===== src/ccdt_defines.vh =====
// Constants of the full-frame sensor timing generator.
// Assumes a 125 MHz core clock; included by bare name.
`ifndef CCDT_DEFINES_VH
`define CCDT_DEFINES_VH
// Array geometry
`define CCDT_ACT_COLS      10'd512
`define CCDT_DARK_PRE      10'd4
`define CCDT_DARK_POST     10'd8
`define CCDT_LINE_PIX      10'd524
`define CCDT_ACT_ROWS      10'd512
`define CCDT_DARK_TOP      10'd4
`define CCDT_DARK_BOT      10'd4
`define CCDT_FRAME_LINES   10'd520
// Timing: one phase step in ns and derived core cycles
`define CCDT_CLK_NS        8
`define CCDT_STEP_NS       200
`define CCDT_STEP_CYC      ((`CCDT_STEP_NS + `CCDT_CLK_NS - 1) / `CCDT_CLK_NS)
`define CCDT_DIV_W         5
// Pixel tag codes
`define CCDT_TAG_ACTIVE    2'h0
`define CCDT_TAG_DARK_COL  2'h1
`define CCDT_TAG_DARK_ROW  2'h2
// Pixel buffer width
`define CCDT_DATA_W        16
`endif


===== src/ccdt_skid.v =====
// Two-entry valid/ready buffer for sampled pixel words.
// Assumes one clock and synchronous handshakes on both sides.
`default_nettype none
module ccdt_skid (
  input  wire        i_core_clk, // Core clock
  input  wire        i_rst_n,    // Async reset, active low
  input  wire [17:0] i_data,     // Word in
  input  wire        i_valid,    // Word in valid
  output wire        o_ready,    // Space available
  output wire [17:0] o_data,     // Word out
  output wire        o_valid,    // Word out valid
  input  wire        i_ready     // Receiver ready
);
  reg  [17:0] mem_q [0:1];
  reg         wr_q;
  reg         rd_q;
  reg  [1:0]  cnt_q;
  wire        push;
  wire        pop;

  // Handshake terms
  assign push    = i_valid && (cnt_q != 2'h2);
  assign pop     = i_ready && (cnt_q != 2'h0);
  assign o_ready = (cnt_q != 2'h2);
  assign o_valid = (cnt_q != 2'h0);
  assign o_data  = mem_q[rd_q];

  // Pointers and fill count
  always @(posedge i_core_clk or negedge i_rst_n)
  begin
    if (!i_rst_n)
    begin
      wr_q     <= 1'b0;
      rd_q     <= 1'b0;
      cnt_q    <= 2'h0;
      mem_q[0] <= 18'h0;
      mem_q[1] <= 18'h0;
    end
    else
    begin
      if (push)
      begin
        mem_q[wr_q] <= i_data;
        wr_q        <= ~wr_q;
      end
      if (pop)
        rd_q <= ~rd_q;
      if (push && !pop)
        cnt_q <= cnt_q + 2'h1;
      else if (pop && !push)
        cnt_q <= cnt_q - 2'h1;
    end
  end
endmodule
`default_nettype wire


===== src/ccdt_timing_gen.v =====
// Timing generator driving a two-phase full-frame image sensor.
// Assumes pixel samples arrive from an external converter, synchronous.
// Behaviour
// - Shutter stays closed or strobe stays off during whole readout.
// - Wide-range output: second split gate blocked, first follows phase b.
// - Low-noise output: first split gate blocked, second follows phase b.
// - Pulse charge reset after each pixel sample, before next pixel.
// - Both vertical phases low throughout integration.
// - Line transfer starts with vertical phase a high.
// - Then reverse both vertical phases; phase b fall loads the line.
// - Second transition, then vertical phase a low ends the shift.
// - Read each line with complementary horizontal phases, one per pixel.
// - Repeat line shift plus horizontal readout for every frame line.
`include "ccdt_defines.vh"
`default_nettype none
module ccdt_timing_gen (
  input  wire        i_core_clk,         // 125 MHz core clock
  input  wire        i_rst_n,            // Async reset, active low
  input  wire        i_start,            // Begin one exposure and readout
  input  wire [15:0] i_expose_steps,     // Integration length in steps
  input  wire        i_low_noise_sel,    // 1 selects low-noise output
  input  wire [15:0] i_sample,           // Converter sample of a pixel
  input  wire        i_pix_ready,        // Receiver ready for pixels
  output reg         o_vertical_phase_a, // Vertical phase a drive
  output reg         o_vertical_phase_b, // Vertical phase b drive
  output reg         o_horizontal_phase_a, // Horizontal phase a drive
  output reg         o_horizontal_phase_b, // Horizontal phase b drive
  output reg         o_split_gate_first, // First split gate drive
  output reg         o_split_gate_second, // Second split gate drive
  output reg         o_charge_reset,     // Floating diffusion reset
  output reg         o_sample_strobe,    // Converter sample request
  output reg         o_shutter_open,     // Shutter / strobe enable
  output reg         o_busy,             // Frame in progress
  output reg  [15:0] o_pix_data,         // Buffered pixel sample
  output reg  [1:0]  o_pix_tag,          // Pixel class tag
  output reg         o_pix_valid         // Pixel word valid
);
  // One-hot states
  localparam [5:0] S_IDLE  = 6'h01;
  localparam [5:0] S_EXPO  = 6'h02;
  localparam [5:0] S_VSHIFT = 6'h04;
  localparam [5:0] S_HCLK  = 6'h08;
  localparam [5:0] S_WAIT  = 6'h10;
  localparam [5:0] S_DONE  = 6'h20;

  reg  [5:0]  state_q;
  reg  [`CCDT_DIV_W-1:0] div_q;
  reg         step_q;
  reg  [15:0] exp_cnt_q;
  reg  [2:0]  vph_q;
  reg  [1:0]  hph_q;
  reg  [9:0]  col_q;
  reg  [9:0]  row_q;
  reg         lns_q;
  reg  [17:0] buf_in;
  reg         buf_push;
  wire        buf_ready;
  wire [17:0] buf_out;
  wire        buf_valid;
  wire        out_load;
  wire        hclk_step;
  wire        hb_next;

  // Classify a pixel by its column and row
  function [1:0] pix_class;
    input [9:0] col;
    input [9:0] row;
    begin
      if (row < `CCDT_DARK_TOP ||
          row >= (`CCDT_DARK_TOP + `CCDT_ACT_ROWS))
        pix_class = `CCDT_TAG_DARK_ROW;
      else if (col < `CCDT_DARK_PRE ||
               col >= (`CCDT_DARK_PRE + `CCDT_ACT_COLS))
        pix_class = `CCDT_TAG_DARK_COL;
      else
        pix_class = `CCDT_TAG_ACTIVE;
    end
  endfunction

  // Phase step enable divider
  always @(posedge i_core_clk or negedge i_rst_n)
  begin
    if (!i_rst_n)
    begin
      div_q  <= {`CCDT_DIV_W{1'b0}};
      step_q <= 1'b0;
    end
    else if (div_q == `CCDT_STEP_CYC - 1)
    begin
      div_q  <= {`CCDT_DIV_W{1'b0}};
      step_q <= 1'b1;
    end
    else
    begin
      div_q  <= div_q + {{(`CCDT_DIV_W-1){1'b0}}, 1'b1};
      step_q <= 1'b0;
    end
  end

  // Sequencer
  always @(posedge i_core_clk or negedge i_rst_n)
  begin
    if (!i_rst_n)
    begin
      state_q              <= S_IDLE;
      exp_cnt_q            <= 16'h0;
      vph_q                <= 3'h0;
      hph_q                <= 2'h0;
      col_q                <= 10'h0;
      row_q                <= 10'h0;
      o_vertical_phase_a   <= 1'b0;
      o_vertical_phase_b   <= 1'b0;
      o_horizontal_phase_a <= 1'b1;
      o_horizontal_phase_b <= 1'b0;
      o_charge_reset       <= 1'b0;
      o_sample_strobe      <= 1'b0;
      o_shutter_open       <= 1'b0;
      o_busy               <= 1'b0;
    end
    else
    begin
      o_sample_strobe <= 1'b0;
      case (state_q)
        S_IDLE:
        begin
          if (i_start)
          begin
            state_q        <= S_EXPO;
            exp_cnt_q      <= i_expose_steps;
            o_busy         <= 1'b1;
            o_shutter_open <= 1'b1;
            row_q          <= 10'h0;
          end
        end
        S_EXPO:
        begin
          o_vertical_phase_a <= 1'b0;
          o_vertical_phase_b <= 1'b0;
          if (step_q)
          begin
            if (exp_cnt_q == 16'h0)
            begin
              o_shutter_open <= 1'b0;
              state_q        <= S_VSHIFT;
              vph_q          <= 3'h0;
            end
            else
              exp_cnt_q <= exp_cnt_q - 16'h1;
          end
        end
        S_VSHIFT:
        begin
          if (step_q)
          begin
            vph_q <= vph_q + 3'h1;
            case (vph_q)
              3'h0: o_vertical_phase_a <= 1'b1;
              3'h1:
              begin
                o_vertical_phase_a <= 1'b0;
                o_vertical_phase_b <= 1'b1;
              end
              3'h2:
              begin
                o_vertical_phase_a <= 1'b1;
                o_vertical_phase_b <= 1'b0;
              end
              3'h3:
              begin
                o_vertical_phase_a <= 1'b0;
                state_q            <= S_HCLK;
                hph_q              <= 2'h0;
                col_q              <= 10'h0;
              end
              default: vph_q <= 3'h0;
            endcase
          end
        end
        S_HCLK:
        begin
          if (step_q)
          begin
            hph_q <= hph_q + 2'h1;
            case (hph_q)
              2'h0:
              begin
                o_horizontal_phase_a <= 1'b0;
                o_horizontal_phase_b <= 1'b1;
              end
              // phase b fall dumps a packet
              2'h1:
              begin
                o_horizontal_phase_a <= 1'b1;
                o_horizontal_phase_b <= 1'b0;
              end
              2'h2: o_sample_strobe <= 1'b1;
              2'h3:
              begin
                o_charge_reset <= 1'b1;
                state_q        <= S_WAIT;
              end
              default: hph_q <= 2'h0;
            endcase
          end
        end
        // Finish reset pulse and stall on full buffer
        S_WAIT:
        begin
          if (step_q && buf_ready)
          begin
            o_charge_reset <= 1'b0;
            hph_q          <= 2'h0;
            if (col_q == `CCDT_LINE_PIX - 10'h1)
            begin
              if (row_q == `CCDT_FRAME_LINES - 10'h1)
                state_q <= S_DONE;
              else
              begin
                row_q   <= row_q + 10'h1;
                vph_q   <= 3'h0;
                state_q <= S_VSHIFT;
              end
            end
            else
            begin
              col_q   <= col_q + 10'h1;
              state_q <= S_HCLK;
            end
          end
        end
        S_DONE:
        begin
          o_busy  <= 1'b0;
          state_q <= S_IDLE;
        end
        default: state_q <= S_IDLE;
      endcase
    end
  end

  // Next value of phase b, so split gates switch with it
  assign hclk_step = (state_q == S_HCLK) && step_q;
  assign hb_next   = (hclk_step && hph_q == 2'h0) ? 1'b1 :
                     (hclk_step && hph_q == 2'h1) ? 1'b0 :
                     o_horizontal_phase_b;

  always @(posedge i_core_clk or negedge i_rst_n)
  begin
    if (!i_rst_n)
    begin
      o_split_gate_first  <= 1'b0;
      o_split_gate_second <= 1'b0;
      lns_q               <= 1'b0;
    end
    else
    begin
      if (!o_busy)
        lns_q <= i_low_noise_sel;
      o_split_gate_first  <= lns_q ? 1'b0 : hb_next;
      o_split_gate_second <= lns_q ? hb_next : 1'b0;
    end
  end

  always @*
  begin
    buf_push = o_sample_strobe;
    buf_in   = {pix_class(col_q, row_q), i_sample};
  end

  // Output stage takes a word when empty or being handed over
  assign out_load = !o_pix_valid || i_pix_ready;

  ccdt_skid u_skid (
    .i_core_clk (i_core_clk),
    .i_rst_n    (i_rst_n),
    .i_data     (buf_in),
    .i_valid    (buf_push),
    .o_ready    (buf_ready),
    .o_data     (buf_out),
    .o_valid    (buf_valid),
    .i_ready    (out_load)
  );

  // Output register holds each word until it is taken
  always @(posedge i_core_clk or negedge i_rst_n)
  begin
    if (!i_rst_n)
    begin
      o_pix_data  <= 16'h0;
      o_pix_tag   <= 2'h0;
      o_pix_valid <= 1'b0;
    end
    else if (out_load)
    begin
      o_pix_data  <= buf_out[15:0];
      o_pix_tag   <= buf_out[17:16];
      o_pix_valid <= buf_valid;
    end
  end
endmodule
`default_nettype wire


===== config.mk =====
export PLATFORM = sky130hd
export DESIGN_NAME = ccdt_timing_gen
export DESIGN_NICKNAME = d
export VERILOG_FILES = /design/src/ccdt_skid.v /design/src/ccdt_timing_gen.v
export VERILOG_INCLUDE_DIRS = /design/src
export SDC_FILE = /design/constraint.sdc
export NUM_CORES = 1
export LEC_CHECK = 0
export BUFFER_PORTS_ARGS = -buffer_cell sky130_fd_sc_hd__buf_2
export CAP_MARGIN = 20
export CORE_MARGIN = 1.5
export CORE_UTILIZATION = 40
export CTS_BUF_LIST = sky130_fd_sc_hd__clkbuf_8
export DETAILED_ROUTE_END_ITERATION = 12
export HOLD_SLACK_MARGIN = 0.02
export PLACE_DENSITY_LB_ADDON = 0.08
export SLEW_MARGIN = 20
export SYNTH_ARGS = -nofsm -noshare
export SYNTH_HDL_FRONTEND = slang
export SYNTH_SLANG_ARGS = --single-unit

===== constraint.sdc =====
create_clock -name i_core_clk -period 6.3 [get_ports i_core_clk]
set_input_delay 0 -clock i_core_clk [delete_from_list [all_inputs] [get_ports i_core_clk]]
set_output_delay 0 -clock i_core_clk [all_outputs]
set_load 0.01 [all_outputs]

======== Yosys cells after proc, flatten, opt, wreduce, memory -nomap -nowiden ========
Index checks and enable logic that the tools add are counted.
operators by class
  add/sub/neg operators ................... 8
  multiplexer cells ....................... 74
  equality and inequality tests ........... 30
  $lt $le $gt $ge ......................... 7
  reduce and logical (&&, ||, !) cells .... 44
  bitwise operators ....................... 4
operator list
  operator                                                     count
  two-way mux 10 bit                                           8
  two-way mux 18 bit                                           4
  two-way mux 6 bit                                            10
  two-way mux 16 bit                                           3
  one-hot mux 10 bit (2 select lines)                          2
  bitwise mux 36 bit                                           1
  one-hot mux 16 bit (2 select lines)                          1
  one-hot mux 6 bit (5 select lines)                           1
  inequality test 2 bit, second input constant                 12
  two-way mux 3 bit                                            7
  adder 10 x 1 -> 10 bit, second input constant                2
  == test 10 bit, second input constant                        2
  >= comparator 10 bit, second input constant                  2
  less-than comparator 10 x 3 -> 1 bit, second input constant  2
  demux 18 bit (select 1 bit)                                  1
  one-hot mux 1 bit (2 select lines)                           9
  nonzero test 2 bit                                           9
  two-way mux 1 bit                                            17
  logical NOT 16 bit                                           1
  subtractor 16 x 1 -> 16 bit, second input constant           1
  AND reduction 5 bit                                          3
  two-way mux 2 bit                                            7
  AND reduction 4 bit                                          3
  logical AND 1 bit                                            9
  36 further kinds                                             50
storage, ports and cells
  output and inout port bits .............. 29
  word-level logic and storage cells ...... 194
  bits in registers ....................... 123
  input port bits ......................... 37

======== Depth between registers and ports, before layout ========
  depth after elaboration ................. 6
  mapped depth ............................ 8
  depth with buffers taken out ............ 7

======== By module ========
Synthesis repeated with hierarchy kept, for this count alone.
second synthesis, totals
  cell total of the unflattened synthesis .. 576
  area total of the unflattened synthesis .. 6382.4 µm²
by module, submodules not included
  module           sequential area each (µm²)  area an instance (µm²)  cells an instance  times used
  ccdt_timing_gen  2079.5                      4519.3                  463                1
  ccdt_skid        1001.0                      1863.0                  113                1

======== Least setup slack after synthesis ========
OpenSTA, ideal clock, no wires.
  path kind ............................... register to register
  start ................................... register exp_cnt_q[0]
  end ..................................... register state_q[3]
  arrival time ............................ 2.295 ns
  data required time ...................... 6.176 ns
  buffers on the path ..................... 0
  cell stages (with the launch flop) ...... 8
  setup slack ............................. 3.881 ns
  setup time .............................. 0.124 ns
  cell sequence ........................... dfrtp_1 > inv_1 > ha_1 > nor3b_2 > nand3_1 > o41ai_1 > or4b_1 > a211o_1
on the way
  word-level cells in the longest chain between the ends .. 3
RTL lines
  item                                    RTL line               RTL
  start, declared                         ccdt_timing_gen.v:49   reg [15:0] exp_cnt_q;
  start signal, assigned                  ccdt_timing_gen.v:129  exp_cnt_q <= i_expose_steps;
  start signal, assigned                  ccdt_timing_gen.v:148  exp_cnt_q <= exp_cnt_q - 16'h1;
  logical NOT 16 bit                      ccdt_timing_gen.v:141  if (exp_cnt_q == 16'h0)
  inequality test 2 bit (no source line)  n/a
  AND reduction 8 bit (no source line)    n/a
  end signal, assigned                    ccdt_timing_gen.v:128  state_q <= S_EXPO;
  end signal, assigned                    ccdt_timing_gen.v:144  state_q <= S_VSHIFT;
  end signal, assigned                    ccdt_timing_gen.v:171  state_q <= S_HCLK;
  end, declared                           ccdt_timing_gen.v:46   reg [5:0] state_q;
No other way between the ends.
A chain may end at the register's enable or synchronous reset.

======== Final worst setup path ========
Ends and elaborated chain as after synthesis.

==> reports/metrics.csv <==
metric,value,unit
die_area,16300,µm²
postSynthCellCount,566,
post-route-period-util,44.9,%
synth_area_leaders,"dfrtp_1, mux2_2, mux2i_1",
p_per_area,267,nW/µm²
post_cts_buffers,0,
vias_per_cell,5.24,
endpoint_kind,flop,
antenna_cells,0,
drive_gt1_share,26.0,%
grt_util_met3,5.03,%
vias,4509,
worst_pin_slew,0.919,ns
clk_pin_slew_worst_paths,0.07,ns
grt_pass1_wl,21.8,mm
cts_hold_buf,35,
synth_fp_nets,620,
die_h,127,µm
grt.overflow.total,0,
dieWidth,127,µm
post-route-drc-count,0,
grt_max_degree,74,
port_buffers,65,
fin_nets,714,
yosysSeqAreaShare,49.7,%
cts-buffers-inserted,17,
power.leakage,3.23,nW
ys_seq_elements,123,
min_period,2.83,ns
final_util,48.8,%
areaGrowthSynthToFinish,19.1,%
synth_top_area_share,48.8,%
regArea,3080,µm²
final_cell_count_no_fill,861,
max_cap_viol_count,0,
core-area,15100,µm²
finalMaxSlewViolations,0,
avgSynthCellArea,11.0,µm²
fillers,1388,
worst_setup_path_start_kind,flop,
status,finished clean,
ys_types,65,
yosys_most_used_dff,dfrtp_1,
hold_viol,0,
grtUsageMet2,28.0,%
dp.cells,794,
grt_pass1_vias,4516,
wire_per_inst,15.0,µm
place_area,6640,µm²
drt_iter0_drc,143,
worstPathRequired,6.62,ns
track_usage,17.0,%
yosysWarnings,0,
cts_tree,yes,
wirelength,12.9,mm
drtAntennaViolNets,0,
setup_violations,0,
rsz0062_at_grt,false,
fp-row-count,45,
async_flop_share,100,%
place_congestion,0.817,
ios,66,
slew-limit-headroom,38.6,%
worst_ep_arrival_time,3.15,ns
max_freq,353,MHz
grt_busiest_layer,met2,
stdcell_area,7390,µm²
hold_path.class,in -> reg,
tns,0,ns
use_met1,21.1,%
start_util,40.9,%
cts.sinks,123,
multi_input_area,2900,µm²
h-tree-depth,4,
cts_buffer_depth,2,
dp_hpwl,8.62,mm
cts-root-buf,clkbuf_8,
antenna_found_initial,0,
vdd_drop_max,0.162,mV
synth_edf_count,0,
critPathKind,reg -> reg,
worst-path-max-fanout,10,
netlist_area,6200,µm²
insertion_delay,0.44,ns
synth_largest_area_cell,dfrtp_1,
dr.pass1.iters,4,
finalClockSkew,0.00865,ns
cts_resized,0,
-- state kept, by name, indices dropped and copies added (netlist names), 2 cells and up --
| name | cells |
|---|---|
| hph_q | 2 |
| div_q | 5 |
| vph_q | 3 |
| o_pix_data | 16 |
| state_q | 6 |
| o_pix_tag | 2 |
| exp_cnt_q | 16 |
| u_skid.cnt_q | 2 |
| u_skid.mem_q | 36 |
| col_q | 10 |
| pix_class.row | 10 |
-- placed cells by master, fill, tap and decap left out, types with 6 or more instances in the layout --
cell | synthesis | final
o21ai_0 | 39 | 39
nor4_4 | 6 | 6
nor2_1 | 48 | 48
dlygate4sd3_1 | 0 | 35
nor3_1 | 9 | 9
nand2_1 | 43 | 43
ha_1 | 17 | 17
nor4_2 | 7 | 7
nor4_1 | 8 | 8
nand4_1 | 10 | 10
xnor2_1 | 21 | 21
nand3_1 | 21 | 21
mux2i_1 | 22 | 22
dfrtp_1 | 121 | 120
mux2_2 | 40 | 40
inv_1 | 19 | 20
buf_2 | 0 | 64
a21oi_1 | 25 | 25
clkbuf_8 | 0 | 18
-- worst max-delay path, stage by stage, from the launching register on --
cell and delay, ns:
dfrtp_1 0.41, inv_1 0.12, ha_1 0.19, nor3b_2 0.49
nand3_1 0.24, o41ai_1 0.40, or4b_1 0.55, a211o_1 0.32
-- synthesized netlist by cell type, drive strengths merged, types with 3 or more instances --
master / instances
nand4: 10
nand3: 21
clkbuf: 23
a22oi: 3
a31o: 3
mux2i: 22
o2bb2ai: 4
nor3: 10
a31oi: 4
xnor2: 21
nand2: 43
and4: 3
xor2: 4
a21oi: 26
mux2: 41
inv: 20
dfrtp: 121
a21o: 3
and3: 4
ha: 17
nor4: 21
nor2b: 3
nand2b: 3
nor3b: 3
nor4b: 6
buf: 5
o21ai: 39
or4: 5
nor2: 48
-- path summary, 6_finish.rpt --
| check | startpoint | to | slack [ns] | depth (start not counted) |
|---|---|---|---|---|
| worst max-delay path | exp_cnt_q[0] | state_q[3] | 3.47 | 7 |
| worst min-delay path | i_pix_ready | u_skid.rd_q | 0.06 | 4 |
| worst max register to register | exp_cnt_q[0] | state_q[3] | 3.47 | 7 |
| worst min register to register | lns_q | o_split_gate_first | 0.45 | 1 |
| max in group asynchronous | i_rst_n | u_skid.rd_q | 4.84 | 3 |
| min in group asynchronous | i_rst_n | o_pix_data[4] | 0.22 | 2 |
-- metrics by stage --
stage	power, mW	hold WS (ns)	setup WS (ns)
global placement	1.27	0.193	3.61
detailed placement	1.28	0.200	3.44
global route	2.09	0.0702	3.26
finish	1.97	0.0630	3.47
CTS	2.00	0.0213	3.44
floorplan	1.19	-0.296	3.88
-- metal layers --
metal  vias to the layer above  share of wire (%)
met1                      2203                 47
li1                       2215                  -
met5                         -                  0
met2                        75                 48
met4                         0                1.5
met3                        16                3.5
-- power breakdown --
group	switching, mW	total (mW)	internal (mW)
Clock	0.328	0.690	0.362
Combinational	0.200	0.337	0.137
Sequential	0.0876	0.946	0.858
-- area by class of cell --
type	instances	share of cell area (%)
inverters	20	1.02
well taps	188	3.18
clock buffers	18	3.35
multi-input cells	395	39.3
clock inverters	14	1.98
flip-flops and latches	123	41.7
repair buffers	103	9.49
-- cell families (layout without fill, tap and decap cells) --
family / after synthesis / after routing / synth area share, %
and+or+nand+nor: 191 / 191 / 19.1
DFF: 123 / 123 / 49.7
AOI/OAI and AO/OA: 99 / 99 / 9.61
muxes: 63 / 63 / 11.1
buffers and inverters: 48 / 155 / 3.61
xor gates and xnor gates: 25 / 25 / 3.53
adders and majority gates: 17 / 17 / 3.43
Note: power is estimated with default switching activity, not from simulation.
